--- src/core/ara_pkg.sv ---
// Purpose: constants for the range and aperture register pair
// Assumes: 4-bit register address, 16-bit register data
// Notes:   every offset, field position and reset value lives here
package ara_pkg;

  localparam int unsigned ADDR_W = 4;
  localparam int unsigned DATA_W = 16;
  localparam int unsigned MAG_W = 15;
  localparam int unsigned COARSE_W = 12;
  localparam int unsigned FINE_W = 6;

  // register offsets
  localparam logic [ADDR_W-1:0] ADDR_RANGE = 4'hB;
  localparam logic [ADDR_W-1:0] ADDR_APERTURE = 4'hC;

  // power-on values
  localparam logic [DATA_W-1:0] RANGE_RESET = 16'h4000;
  localparam logic [DATA_W-1:0] APERTURE_RESET = 16'h0004;

  // range register fields
  localparam int unsigned MAG_LSB = 0;
  localparam int unsigned MAG_MSB = 14;

  // aperture register fields
  localparam int unsigned COARSE_LSB = 4;
  localparam int unsigned COARSE_MSB = 15;
  localparam int unsigned SELECT_BIT = 3;
  localparam int unsigned DCS_BIT = 2;

  // code limits
  localparam logic [MAG_W-1:0] MAG_MIN = 15'h4000;
  localparam logic [MAG_W-1:0] MAG_MAX = 15'h7FFF;
  localparam logic [COARSE_W-1:0] COARSE_MAX = 12'h97F;

endpackage

--- src/core/ara_delay_if.sv ---
// Purpose: carries aperture settings from the register file to the delay control
// Assumes: both ends on the same clock
// Notes:   applied codes are registered by the control end
`timescale 1ns/100ps
interface ara_delay_if;
  logic [11:0] coarse_delay_code;
  logic [5:0]  fine_delay_code;
  logic        delay_adjust_select;
  logic [11:0] coarse_applied;
  logic [5:0]  fine_applied;
  logic        coarse_saturated;

  modport regs (
    output coarse_delay_code,
    output fine_delay_code,
    output delay_adjust_select,
    input  coarse_applied,
    input  fine_applied,
    input  coarse_saturated
  );

  modport ctrl (
    input  coarse_delay_code,
    input  fine_delay_code,
    input  delay_adjust_select,
    output coarse_applied,
    output fine_applied,
    output coarse_saturated
  );
endinterface

--- src/core/ara_delay_ctrl.sv ---
// Purpose: turns stored aperture settings into the delay actually applied
// Assumes: same clock as the register file
// Notes:   one cycle of latency from register to applied code
`timescale 1ns/100ps
module ara_delay_ctrl (
  // clock and reset
  input wire logic  clock,
  input wire logic  reset_n,
  // settings in, applied codes out
  ara_delay_if.ctrl dly
);

  logic [11:0] coarse_q;
  logic [11:0] coarse_d;
  logic [5:0]  fine_q;
  logic [5:0]  fine_d;
  logic        sat_q;
  logic        sat_d;

  always_comb begin
    sat_d = dly.coarse_delay_code > ara_pkg::COARSE_MAX;
    coarse_d = sat_d ? ara_pkg::COARSE_MAX : dly.coarse_delay_code;
    fine_d = dly.fine_delay_code;
    // no programmed delay while adjust is deselected
    if (!dly.delay_adjust_select) begin
      coarse_d = 12'h000;
      fine_d = 6'h00;
    end
  end

  always_ff @(posedge clock) begin
    if (!reset_n) begin
      coarse_q <= 12'h000;
      fine_q <= 6'h00;
      sat_q <= 1'b0;
    end else begin
      coarse_q <= coarse_d;
      fine_q <= fine_d;
      sat_q <= sat_d;
    end
  end

  assign dly.coarse_applied = coarse_q;
  assign dly.fine_applied = fine_q;
  assign dly.coarse_saturated = sat_q;

endmodule

--- src/core/ara_regs.sv ---
// Purpose: full-scale range and aperture delay configuration registers
// Assumes: plain register port, read data one cycle after the read strobe
// Notes:   fine delay register lives elsewhere and arrives as an input
//          stored aperture fields feed the analog side straight from their flops; range goes out as a floored copy one cycle later
`timescale 1ns/100ps
module ara_regs (
  // clock and reset
  input  wire logic        clock,
  input  wire logic        reset_n,
  // register port
  input  wire logic [3:0]  reg_addr,
  input  wire logic [15:0] reg_wdata,
  input  wire logic        reg_wr,
  input  wire logic        reg_rd,
  output logic      [15:0] reg_rdata,
  // mode and neighbouring settings
  input  wire logic        extended_control_mode,
  input  wire logic [5:0]  fine_delay_code,
  // analog controls
  output logic      [14:0] range_magnitude,
  output logic      [11:0] coarse_delay_code,
  output logic             delay_adjust_select,
  output logic             duty_cycle_stabilizer_en,
  output logic      [11:0] coarse_delay_applied,
  output logic      [5:0]  fine_delay_applied,
  output logic             coarse_delay_saturated
);

  // stored fields; reserved bits get no flops
  logic [14:0] range_field_q;
  logic [14:0] range_field_d;

  logic [11:0] coarse_q;
  logic [11:0] coarse_d;

  logic        select_q;
  logic        select_d;

  logic        dcs_q;
  logic        dcs_d;

  // read port and applied range code
  logic [15:0] rdata_q;
  logic [15:0] rdata_d;
  logic [14:0] mag_q;
  logic [14:0] mag_d;

  // decoded strobes
  logic        range_wr;
  logic        aperture_wr;

  logic        range_rd;
  logic        aperture_rd;

  // carrier to the delay control
  ara_delay_if dly ();

  // one compare serves the write and the read decode
  function automatic logic addr_hit(
    input logic [3:0] a,
    input logic [3:0] off
  );
    logic hit;
    hit = (a == off);
    return hit;
  endfunction

  // field helpers, used on write data and on reset values alike
  function automatic logic [14:0] mag_field(
    input logic [15:0] w
  );
    logic [14:0] m;
    m = w[ara_pkg::MAG_MSB:ara_pkg::MAG_LSB];
    return m;
  endfunction

  function automatic logic [11:0] coarse_field(
    input logic [15:0] w
  );
    logic [11:0] c;
    c = w[ara_pkg::COARSE_MSB:ara_pkg::COARSE_LSB];
    return c;
  endfunction

  function automatic logic select_field(
    input logic [15:0] w
  );
    logic s;
    s = w[ara_pkg::SELECT_BIT];
    return s;
  endfunction

  function automatic logic dcs_field(
    input logic [15:0] w
  );
    logic e;
    e = w[ara_pkg::DCS_BIT];
    return e;
  endfunction

  // bit 15 has no flop, so it reads back as zero
  function automatic logic [15:0] range_word(
    input logic [14:0] m
  );
    logic [15:0] v;
    v = 16'h0000;
    v[ara_pkg::MAG_MSB:ara_pkg::MAG_LSB] = m;
    return v;
  endfunction

  // bits 1:0 have no flops, so they read back as zero
  function automatic logic [15:0] aperture_word(
    input logic [11:0] c,
    input logic        s,
    input logic        e
  );
    logic [15:0] v;
    v = 16'h0000;
    v[ara_pkg::COARSE_MSB:ara_pkg::COARSE_LSB] = c;
    v[ara_pkg::SELECT_BIT] = s;
    v[ara_pkg::DCS_BIT] = e;
    return v;
  endfunction

  // below the floor only in extended mode; otherwise the range stays legal
  function automatic logic [14:0] mag_floor(
    input logic [14:0] m,
    input logic        ext
  );
    logic [14:0] v;
    v = m;
    if (!ext && m < ara_pkg::MAG_MIN) begin
      v = ara_pkg::MAG_MIN;
    end
    return v;
  endfunction

  // write decode
  always_comb begin
    range_wr = 1'b0;
    aperture_wr = 1'b0;
    if (reg_wr) begin
      range_wr = addr_hit(reg_addr, ara_pkg::ADDR_RANGE);
      aperture_wr = addr_hit(reg_addr, ara_pkg::ADDR_APERTURE);
    end
  end

  // read decode; the master never raises both strobes at once
  always_comb begin
    range_rd = 1'b0;
    aperture_rd = 1'b0;
    if (reg_rd) begin
      range_rd = addr_hit(reg_addr, ara_pkg::ADDR_RANGE);
      aperture_rd = addr_hit(reg_addr, ara_pkg::ADDR_APERTURE);
    end
  end

  // range magnitude field
  always_comb begin
    range_field_d = range_field_q;
    if (range_wr) begin
      range_field_d = mag_field(reg_wdata);
    end
  end

  always_ff @(posedge clock) begin
    if (!reset_n) begin
      // lowest legal code after reset
      range_field_q <= mag_field(ara_pkg::RANGE_RESET);
    end else begin
      range_field_q <= range_field_d;
    end
  end

  // coarse delay field
  // codes above the clamp are kept as written; the control end clamps
  always_comb begin
    coarse_d = coarse_q;
    if (aperture_wr) begin
      coarse_d = coarse_field(reg_wdata);
    end
  end

  always_ff @(posedge clock) begin
    if (!reset_n) begin
      coarse_q <= coarse_field(ara_pkg::APERTURE_RESET);
    end else begin
      coarse_q <= coarse_d;
    end
  end

  // delay adjust select
  // clearing it drops both coarse and fine delay at the control end
  always_comb begin
    select_d = select_q;
    if (aperture_wr) begin
      select_d = select_field(reg_wdata);
    end
  end

  always_ff @(posedge clock) begin
    if (!reset_n) begin
      // delay adjust off after reset
      select_q <= select_field(ara_pkg::APERTURE_RESET);
    end else begin
      select_q <= select_d;
    end
  end

  // duty-cycle stabilizer enable
  always_comb begin
    dcs_d = dcs_q;
    if (aperture_wr) begin
      dcs_d = dcs_field(reg_wdata);
    end
  end

  always_ff @(posedge clock) begin
    if (!reset_n) begin
      // stabilizer on after reset
      dcs_q <= dcs_field(ara_pkg::APERTURE_RESET);
    end else begin
      dcs_q <= dcs_d;
    end
  end

  // read data stand one cycle, then fall back to zero; unmapped reads give zero
  always_comb begin
    rdata_d = 16'h0000;
    if (range_rd) begin
      rdata_d = range_word(range_field_q);
    end
    if (aperture_rd) begin
      rdata_d = aperture_word(coarse_q, select_q, dcs_q);
    end
  end

  always_ff @(posedge clock) begin
    if (!reset_n) begin
      rdata_q <= 16'h0000;
    end else begin
      rdata_q <= rdata_d;
    end
  end

  // applied range code trails the stored field by one cycle
  // the stored field stays as written; only the applied code is floored
  always_comb begin
    mag_d = mag_floor(range_field_q, extended_control_mode);
  end

  always_ff @(posedge clock) begin
    if (!reset_n) begin
      mag_q <= mag_field(ara_pkg::RANGE_RESET);
    end else begin
      mag_q <= mag_d;
    end
  end

  // delay control clamps and gates the stored fields itself
  // fine code is already stored next door, so it passes straight through
  assign dly.coarse_delay_code = coarse_q;
  assign dly.fine_delay_code = fine_delay_code;
  assign dly.delay_adjust_select = select_q;

  ara_delay_ctrl u_delay (
    .clock   (clock),
    .reset_n (reset_n),
    .dly     (dly.ctrl)
  );

  // read port
  assign reg_rdata = rdata_q;

  // analog controls, straight from the flops
  assign range_magnitude = mag_q;
  assign coarse_delay_code = coarse_q;
  assign delay_adjust_select = select_q;
  assign duty_cycle_stabilizer_en = dcs_q;

  // applied delay, one cycle behind the stored fields
  assign coarse_delay_applied = dly.coarse_applied;
  assign fine_delay_applied = dly.fine_applied;
  assign coarse_delay_saturated = dly.coarse_saturated;

endmodule

--- config.mk ---
export PLATFORM = sky130hd
export DESIGN_NAME = ara_regs
export DESIGN_NICKNAME = d
export VERILOG_FILES = /design/src/core/ara_pkg.sv /design/src/core/ara_delay_if.sv /design/src/core/ara_delay_ctrl.sv /design/src/core/ara_regs.sv
export SDC_FILE = /design/constraint.sdc
export NUM_CORES = 1
export LEC_CHECK = 0
export ABC_AREA = 1
export BUFFER_PORTS_ARGS = -buffer_cell sky130_fd_sc_hd__buf_4
export CAP_MARGIN = 0
export CORE_ASPECT_RATIO = 1.2
export CORE_MARGIN = 2
export CORE_UTILIZATION = 40
export DETAILED_ROUTE_END_ITERATION = 7
export PLACE_DENSITY = 0.65
export SLEW_MARGIN = 5
export SYNTH_ARGS = -nofsm -noshare
export SYNTH_HDL_FRONTEND = slang
export SYNTH_HIERARCHICAL = 1
export SYNTH_SLANG_ARGS = --single-unit
--- constraint.sdc ---
create_clock -name clock -period 1.7 [get_ports clock]
set_input_delay 0 -clock clock [delete_from_list [all_inputs] [get_ports clock]]
set_output_delay 0 -clock clock [all_outputs]
set_load 0.005 [all_outputs]
==> run_results.csv, run 1 <==
group,metric,value,unit
run_status,outcome,"finished clean",
global_routing,grt_pass1_vias,2336,
timing,skew,6.386,ps
timing,clock.fmax,0.8488,GHz
finish,syn_to_final_growth,39.31,%
critical_path,regToRegSetupSlack,590,ps
route,wl_per_cell,12.17,um
timing,min_period_over_period,69.30,%
yosys,synth_area_per_cell,7.805,um2
finish,nets,522,
global_routing,antenna_found_initial,0,
finish,drive_above_1_share,27.59,%
critical_path,r2r-start,"range_field_q[14]$_SDFFE_PN1P_",
critical_path,cp_slowest_cell,"dlygate4sd3_1",
yosys,ys_seq_area_share,54.18,%
timing,worst_slack,521.8,ps
finish,diodes,0,
route,drtIter0Drc,121,
flow_run,cap_violations,0,
timing,final-hold-violation-count,0,
pwr,leakagePower,2.054,nW
timing,rsz0062_at_grt,"false",
clock_network,cts.sinks,79,
die,rows,34,
yosys,synth_top_cell_by_area,"dfxtp_1",
critical_path,endpoint_kind,"flop",
critical_path,path_common_cell,"dlygate4sd3_1",
yosys,yosysUniqueCellTypes,23,
finish,fillers,674,
route,drt_pass1_iterations,4,
die,start_util,40.84,%
yosys,synthTopCellsByCount,"79 x dfxtp_1, 79 x nand2_1, 78 x inv_1",
critical_path,cpPeakStageDelay,560,ps
pwr,power_density,857.5,nW/um2
yosys,synth-seq-cells,79,
die,die_area,8000,um2
critical_path,cp_data_required_time,1920,ps
placed_design,dpl_worst_slack,580.8,ps
global_routing,grt_usage,18.65,%
critical_path,cp-start-kind,"input pin",
timing,worst_slew_pin_slew,415.4,ps
route,routed_wl,7098,um
clock_network,cts_made_buffers,9,
route,avgViaCountPerCell,4.403,
global_routing,grt_max_degree,34,
timing,slew_viol_final,0,
timing,hold_ws,8.574,ps
route,num_vias,2567,
route,remaining_drc_errors,0,
critical_path,timing_worst_setup_path_type,"input pin to flop",
die,die-width,81.99,um
placed_design,place_hpwl,4858,um
hold_path,holdPathEnd,"reg_rdata[15]$_SDFF_PN0_",
hold_path,hold_depth,3,
clock_network,cts_root_buf,"clkbuf_8",
yosys,synth_edf_count,0,
hold_path,hp-start,"reg_rd",
yosys,netlist_instances,374,
timing,setup_violations,0,
critical_path,path_cells,"dlygate4sd3_1 > buf_4 > nand4_1 > dlygate4sd3_1 > nand3_1",
yosys,ys.warnings.count,6,
critical_path,regToRegEndpoint,"range_magnitude[14]$_SDFF_PP1_",
route,ant_nets,0,
timing,relSlewSlack,72.24,%
clock_network,cts_tree,"built",
yosys,synth.net_count,405,
pwr,power,3.487,mW
die,core-area,7147,um2
die,ioPinCount,95,
yosys,synth_top_area_share,54.18,%
global_routing,grt_pass1_wl,11070,um
yosys,syn_area,2919,um2
pwr,peakVddDrop,0.4823,mV
critical_path,crit_path_max_fanout,2,
clock_network,h-tree-depth,3,
clock_network,ctsLongestPathBuffers,2,
timing,fin_tns_setup,0,ps
critical_path,r2r_cells,3,
global_routing,grt.overflow.total,0,
yosys,synthFlopType,"dfxtp_1",
die,die_h,97.58,um
yosys,synthTopCellsByArea,"dfxtp_1 54%, nand2_1 10%, inv_1 10%",
critical_path,cp.arrival,1390,ps
placed_design,numPortBuffers,94,
placed_design,routabilityCongestion,0.7945,
timing,layout_min_cycle_time,1178,ps
yosys,synth_async_sr_flop_share,0,%
hold_path,hp-class,"input pin to flop",
clock_network,clk_latency,340,ps
clock_network,clk_pin_slew_worst_paths,70,ps
[routing by layer]
metal / GRT usage (%) / wire (um) / up-vias
met3: 3.625 / 427 / 13
li1: - / - / 1316
met2: 30.14 / 3433 / 84
met5: 0 / 0 / -
met1: 23.17 / 3060 / 1154
met4: 9.359 / 176 / 0
[worst max-delay path by stage]
stage	from	end	cells after the start
detailed placement	reg_addr[2]	reg_rdata[2]$_SDFF_PN0_	6
floorplan	range_field_q[14]$_SDFFE_PN1P_	range_magnitude[10]$_SDFF_PP0_	3
global placement	reset_n	range_magnitude[14]$_SDFF_PP1_	4
finish	reg_wdata[2]	duty_cycle_stabilizer_en$_SDFFE_PN1P_	5
global route	reg_wdata[2]	duty_cycle_stabilizer_en$_SDFFE_PN1P_	5
CTS	reg_wdata[2]	duty_cycle_stabilizer_en$_SDFFE_PN1P_	5
[sequential cells by signal, indices dropped and copies added, names as in the netlist]
signal                        count
range_magnitude                  15
range_field_q                    15
reg_rdata                        16
coarse_delay_code                12
delay_adjust_select               1
u_delay/dly.coarse_applied       12
u_delay/dly.coarse_saturated      1
duty_cycle_stabilizer_en          1
u_delay/dly.fine_applied          6
[layout make-up]
class,count,area (um2),area share [%]
Multi-Input combinational cell,202,935.9,23.02
Inverter,80,300.3,7.385
Tap cell,90,112.6,2.769
Sequential cell,79,1582,38.89
Clock inverter,1,30.03,0.7385
Clock buffer,12,155.1,3.815
Timing Repair Buffer,119,950.9,23.38
[layout by cell type (no fill, tap or decap), drive strengths merged]
master | Yosys | layout
nand3 | 19 | 19
nand2 | 86 | 86
bufinv | 0 | 1
nand4 | 1 | 1
or2 | 1 | 1
o21ai | 14 | 14
inv | 80 | 80
dfxtp | 79 | 79
a21oi | 8 | 8
buf | 12 | 96
nor3 | 1 | 1
clkbuf | 1 | 12
nor2 | 72 | 72
dlygate4sd3 | 0 | 23
[report_power, final]
group / total (mW) / switching [mW] / leakage, nW / internal [mW]
Sequential: 1.89 / 0.0154 / 0.638 / 1.87
Clock: 1.35 / 0.610 / 0.0944 / 0.736
Combinational: 0.255 / 0.126 / 1.32 / 0.129
[timing repair]
item                                   4_1_cts  5_1_grt
gates resized for setup                      0        0
endpoints found under the hold margin       33        0
hold buffers                                23        0
buffers inserted                             0        0
[through the flow]
step                util, %  instance area [um2]  std cells
global placement      51.09                 3651        547
CTS                   56.90                 4066        583
finish                56.90                 4066        583
floorplan                 -                 2919        374
detailed placement    51.09                 3651        547
global route          56.90                 4066        583
[critical path: cells and delay by family]
family                 cells  cell delay (ps)
and+or+nand+nor            2              160
buffers and inverters      3             1240
[cells by family after synthesis]
group / synth area share [%]
buf+inv: 13.76
flops: 54.18
compound gates: 4.801
simple gates: 27.26
Note: power is estimated with default switching activity, not from simulation.
==> inputs of run 2 (changes only) <==
- PLACE_DENSITY: 0.65 -> 0.68
- clock period: 1.7 -> 1 ns (I/O delays scaled with it)
==> run 2 against run 1 <==
Net effect: power is 65% higher; critical path depth decreased by 1; register-to-register slack lost 540 ps; clock power is 55% higher; largest power group unchanged.
==> run_results.csv, run 2 (synthesis results as in run 1) <==
group,metric,value,unit
run_status,outcome,"finished clean",
critical_path,cp_data_required_time,1260,ps
timing,min_period_over_period,95.20,%
flow_run,cap_violations,0,
timing,hold_ws,30.52,ps
route,routed_wl,6923,um
finish,final_area,4160,um2
finish,finish.utilization,58.21,%
critical_path,cpPeakStageDelay,420,ps
die,start_util,40.84,%
clock_network,cts.sinks,79,
die,die_area,8000,um2
timing,final-hold-violation-count,0,
critical_path,r2r_cells,4,
critical_path,crit_path_max_fanout,10,
placed_design,dpl_worst_slack,20.80,ps
critical_path,cp.arrival,1210,ps
finish,diodes,0,
global_routing,grt_pass1_vias,2459,
timing,slew_viol_final,0,
timing,relSlewSlack,74.51,%
critical_path,path_buf_inv,0,
finish,nets,536,
clock_network,cts_setup_buffers,0,
timing,setup_violations,0,
critical_path,regToRegSetupSlack,50,ps
finish,syn_to_final_growth,42.52,%
placed_design,postPlaceCellArea,3756,um2
hold_path,hp-start,"reset_n",
clock_network,ctsLongestPathBuffers,2,
hold_path,hold_depth,4,
route,drtIter0Drc,86,
placed_design,routabilityCongestion,0.8007,
timing,worst_slack,47.97,ps
placed_design,place_inst,561,
global_routing,grt.overflow.total,0,
clock_network,cts_tree,"built",
timing,layout_min_cycle_time,952.0,ps
route,wl_per_cell,11.56,um
critical_path,crit_family,"flip-flops",
critical_path,regToRegEndpoint,"u_delay/dly.coarse_applied[5]$_SDFF_PN0_",
hold_path,hp-class,"input pin to flop",
timing,worst_slew_pin_slew,381.9,ps
pwr,leakagePower,2.124,nW
route,ant_nets,0,
timing,fin_tns_setup,0,ps
timing,rsz0062_at_grt,"false",
timing,clock.fmax,1.050,GHz
global_routing,grt_max_degree,28,
pwr,peakVddDrop,0.7353,mV
finish,largest_reg_flops,16,
clock_network,h-tree-depth,3,
die,ioPinCount,95,
critical_path,endpoint_kind,"flop",
finish,fillers,673,
timing,skew,8.654,ps
finish,final_cell_mix,"110 x buf_4, 79 x nand2_1, 79 x dfxtp_1",
global_routing,antenna_found_initial,0,
die,core-area,7147,um2
critical_path,path_cells,"nor2_2 > nand2_2 > nand2_4 > a21oi_1",
finish,multi_input_area,935.9,um2
clock_network,clk_latency,350,ps
die,rows,34,
critical_path,timing_worst_setup_path_type,"flop to flop",
route,remaining_drc_errors,0,
hold_path,holdPathEnd,"coarse_delay_code[11]$_SDFFE_PN0P_",
critical_path,cp_slowest_cell,"dfxtp_1",
clock_network,clk_pin_slew_worst_paths,80,ps
route,avgViaCountPerCell,4.275,
global_routing,grt_pass1_wl,11460,um
critical_path,r2r-start,"coarse_delay_code[9]$_SDFFE_PN0P_",
clock_network,cts_root_buf,"clkbuf_8",
finish,layout_commonest_cell,"buf_4",
die,die-width,81.99,um
global_routing,grt_usage,18.94,%
route,num_vias,2561,
pwr,power,5.759,mW
route,drt_pass1_iterations,4,
finish,layoutNonFillerInstCount,599,
placed_design,numPortBuffers,94,
die,die_h,97.58,um
finish,drive_above_1_share,29.86,%
placed_design,place_hpwl,5047,um
pwr,power_density,1384,nW/um2
clock_network,cts_made_buffers,9,
critical_path,cp-start-kind,"flop",
finish,regArea,1582,um2
==> run 2: worst min-delay path, delay by kind of cell <==
kind / cells / cell delay [ps]
buffers and inverters: 2 / 220
and+or+nand+nor: 2 / 120
==> run 2: area by class of cell <==
class / count / area share (%)
sequential: 79 / 38.02
multi-input combinational: 202 / 22.50
clock inverter: 3 / 0.4511
tap: 90 / 2.707
timing repair buffer: 133 / 25.38
clock buffer: 12 / 3.729
inverter: 80 / 7.218
==> run 2: worst max-delay path by stage <==
stage / start / to / slack, ps / cells after the start
finish: coarse_delay_code[9]$_SDFFE_PN0P_ / u_delay/dly.coarse_applied[5]$_SDFF_PN0_ / 50 / 4
global route: coarse_delay_code[10]$_SDFFE_PN0P_ / coarse_delay_code[10] / 10 / 2
CTS: coarse_delay_code[8]$_SDFFE_PN0P_ / coarse_delay_code[8] / 30 / 2
detailed placement: reg_addr[1] / coarse_delay_code[0]$_SDFFE_PN0P_ / 20 / 5
global placement: reg_addr[1] / coarse_delay_code[2]$_SDFFE_PN0P_ / 60 / 5
floorplan: range_field_q[14]$_SDFFE_PN1P_ / range_magnitude[10]$_SDFF_PP0_ / 40 / 3
==> run 2: repair_timing <==
item / CTS / global route
hold endpoints to repair: 33 / 0
hold buffers: 23 / 0
setup endpoints to repair: 0 / 0
resized for setup: 0 / 0
==> run 2: layer usage <==
metal / global-route usage, % / part of all wire (%) / vias up
met4: 7.692 / 1.8 / 0
met1: 22.87 / 42 / 1118
met3: 4.740 / 7.6 / 10
met5: 0 / 0 / -
met2: 31.46 / 49 / 87
li1: - / - / 1346
==> run 2: power breakdown <==
| part | leakage [nW] | internal, mW | switching (mW) |
|---|---|---|---|
| registers | 0.638 | 3.18 | 0.0208 |
| clock network | 0.0922 | 1.02 | 1.07 |
| logic | 1.39 | 0.244 | 0.223 |
==> inputs of run 3 (changes only) <==
- RECOVER_POWER: default -> 50
==> run 3 against run 2 <==
Net effect: sequential power barely moved; via count fell by 0.90%; global-route usage did not move; cell area fell by 1.2%; power fell by 0.35%; worst setup slack improved by 2.3 ps; clock-buffer cell count did not move; sequential share of layout area rose by 0.45 points; non-clock buffer count did not move; routed wire length barely moved; combinational power fell by 3%; fmax rose by 0.24%; critical endpoint is now coarse_delay_code[8]; largest cell class unchanged; highest routed layer unchanged.
==> run_results.csv, run 3 (synthesis results as in run 1) <==
group,metric,value,unit
run_status,outcome,"finished clean",
finish,final_area,4111,um2
global_routing,grt.overflow.total,0,
global_routing,grt_pass1_wl,11460,um
critical_path,path_common_cell,"buf_4",
route,remaining_drc_errors,0,
timing,setup_violations,0,
timing,final-hold-violation-count,0,
finish,final_cell_mix,"79 x nand2_1, 79 x dfxtp_1, 78 x inv_1",
critical_path,path_cells,"buf_4 > buf_4",
timing,skew,7.582,ps
timing,layout_min_cycle_time,949.7,ps
flow_run,cap_violations,0,
clock_network,cts_tree,"built",
clock_network,cts.sinks,79,
critical_path,regToRegEndpoint,"u_delay/dly.coarse_applied[5]$_SDFF_PN0_",
critical_path,r2r-start,"coarse_delay_code[9]$_SDFFE_PN0P_",
clock_network,cts_root_buf,"clkbuf_8",
global_routing,grt_usage,18.94,%
placed_design,routabilityCongestion,0.8007,
finish,layoutNonFillerInstCount,599,
critical_path,cp-start-kind,"flop",
pwr,peakVddDrop,0.7344,mV
die,die_h,97.58,um
pwr,power_density,1396,nW/um2
finish,drive_above_1_share,27.50,%
timing,clock.fmax,1.053,GHz
timing,min_period_over_period,94.97,%
finish,nets,536,
die,rows,34,
clock_network,cts_resized,0,
global_routing,antenna_found_initial,0,
critical_path,cp_slowest_cell,"dfxtp_1",
route,drtIter0Drc,111,
die,die-width,81.99,um
critical_path,cp_data_required_time,1000,ps
placed_design,place_inst,561,
placed_design,numPortBuffers,94,
clock_network,h-tree-depth,3,
clock_network,clk_pin_slew_worst_paths,70,ps
pwr,leakagePower,2.079,nW
timing,fin_tns_setup,0,ps
global_routing,grt_pass1_vias,2459,
critical_path,cp.arrival,950,ps
critical_path,r2r_cells,4,
route,drt_pass1_iterations,4,
clock_network,ctsLongestPathBuffers,2,
timing,slew_viol_final,0,
placed_design,place_hpwl,5047,um
hold_path,hp-start,"reset_n",
global_routing,grt_max_degree,28,
critical_path,timing_worst_setup_path_type,"flop to output port",
clock_network,clk_latency,350,ps
hold_path,hold_depth,4,
die,die_area,8000,um2
hold_path,hp-class,"input pin to flop",
finish,finish.utilization,57.53,%
route,wl_per_cell,11.57,um
die,ioPinCount,95,
critical_path,crit_path_max_fanout,4,
critical_path,endpoint_kind,"output port",
placed_design,postPlaceCellArea,3756,um2
finish,diodes,0,
timing,rsz0062_at_grt,"false",
timing,relSlewSlack,73.80,%
route,num_vias,2538,
die,core-area,7147,um2
critical_path,regToRegSetupSlack,70,ps
timing,worst_slew_pin_slew,391.5,ps
finish,syn_to_final_growth,40.85,%
route,ant_nets,0,
finish,largest_reg_flops,16,
critical_path,cpPeakStageDelay,320,ps
route,avgViaCountPerCell,4.237,
clock_network,cts_setup_buffers,0,
clock_network,cts_made_buffers,9,
route,routed_wl,6929,um
hold_path,holdPathEnd,"coarse_delay_code[11]$_SDFFE_PN0P_",
die,start_util,40.84,%
run 3: changes by cell type in the layout (fill, tap and decap cells not counted), sizes merged:
cell    previous run  this run
buf              110        74
clkbuf            12        48
run 3: critical path: cells and delay by family, from the launching register on:
kind / cells / cell delay (ps)
buf+inv: 2 / 280
flops: 1 / 320
run 3: through the flow:
step	power, mW	setup WS, ps	hold slack [ps]
3_3_place_gp	3.666	58.13	211.9
6_report	5.739	50.29	30.49
4_1_cts	5.809	28.58	10.95
3_5_place_dp	3.673	20.80	222.5
5_1_grt	5.978	14.87	32.83
2_1_floorplan	3.462	37.96	112.2
run 3: layout make-up:
type,instances,area [um2]
Clock buffer,12,155.1
Clock inverter,3,18.77
Fill cell,684,3035
Inverter,80,300.3
Multi-Input combinational cell,202,905.9
Sequential cell,79,1582
Tap cell,90,112.6
Timing Repair Buffer,133,1037
run 3: what timing repair did:
item	4_1_cts	5_1_grt
hold buffers	23	0
endpoints found under the setup margin	0	0
hold endpoints to repair	33	0
run 3: per-layer routing:
layer / routed length, um / part of all wire (%) / vias to the layer above / GRT usage [%]
met4: 123 / 1.8 / 0 / 7.692
met5: 0 / 0 / - / 0
met3: 397 / 5.7 / 10 / 4.740
met1: 3028 / 44 / 1114 / 22.87
li1: - / - / 1344 / -
met2: 3379 / 49 / 70 / 31.46
run 3: report_power, final:
| group | switching, mW | total (mW) | internal [mW] |
|---|---|---|---|
| clock | 1.06 | 2.08 | 1.02 |
| sequential | 0.0206 | 3.20 | 3.18 |
| combinational | 0.219 | 0.455 | 0.237 |
| total | 1.30 | 5.74 | 4.44 |
run 3: worst max-delay path by stage:
stage,startpoint,to,slack (ps),depth (start not counted)
finish,coarse_delay_code[8]$_SDFFE_PN0P_,coarse_delay_code[8],50,2
global route,coarse_delay_code[10]$_SDFFE_PN0P_,coarse_delay_code[10],10,2
CTS,coarse_delay_code[8]$_SDFFE_PN0P_,coarse_delay_code[8],30,2
detailed placement,reg_addr[1],coarse_delay_code[0]$_SDFFE_PN0P_,20,5
global placement,reg_addr[1],coarse_delay_code[2]$_SDFFE_PN0P_,60,5
floorplan,range_field_q[14]$_SDFFE_PN1P_,range_magnitude[10]$_SDFF_PP0_,40,3
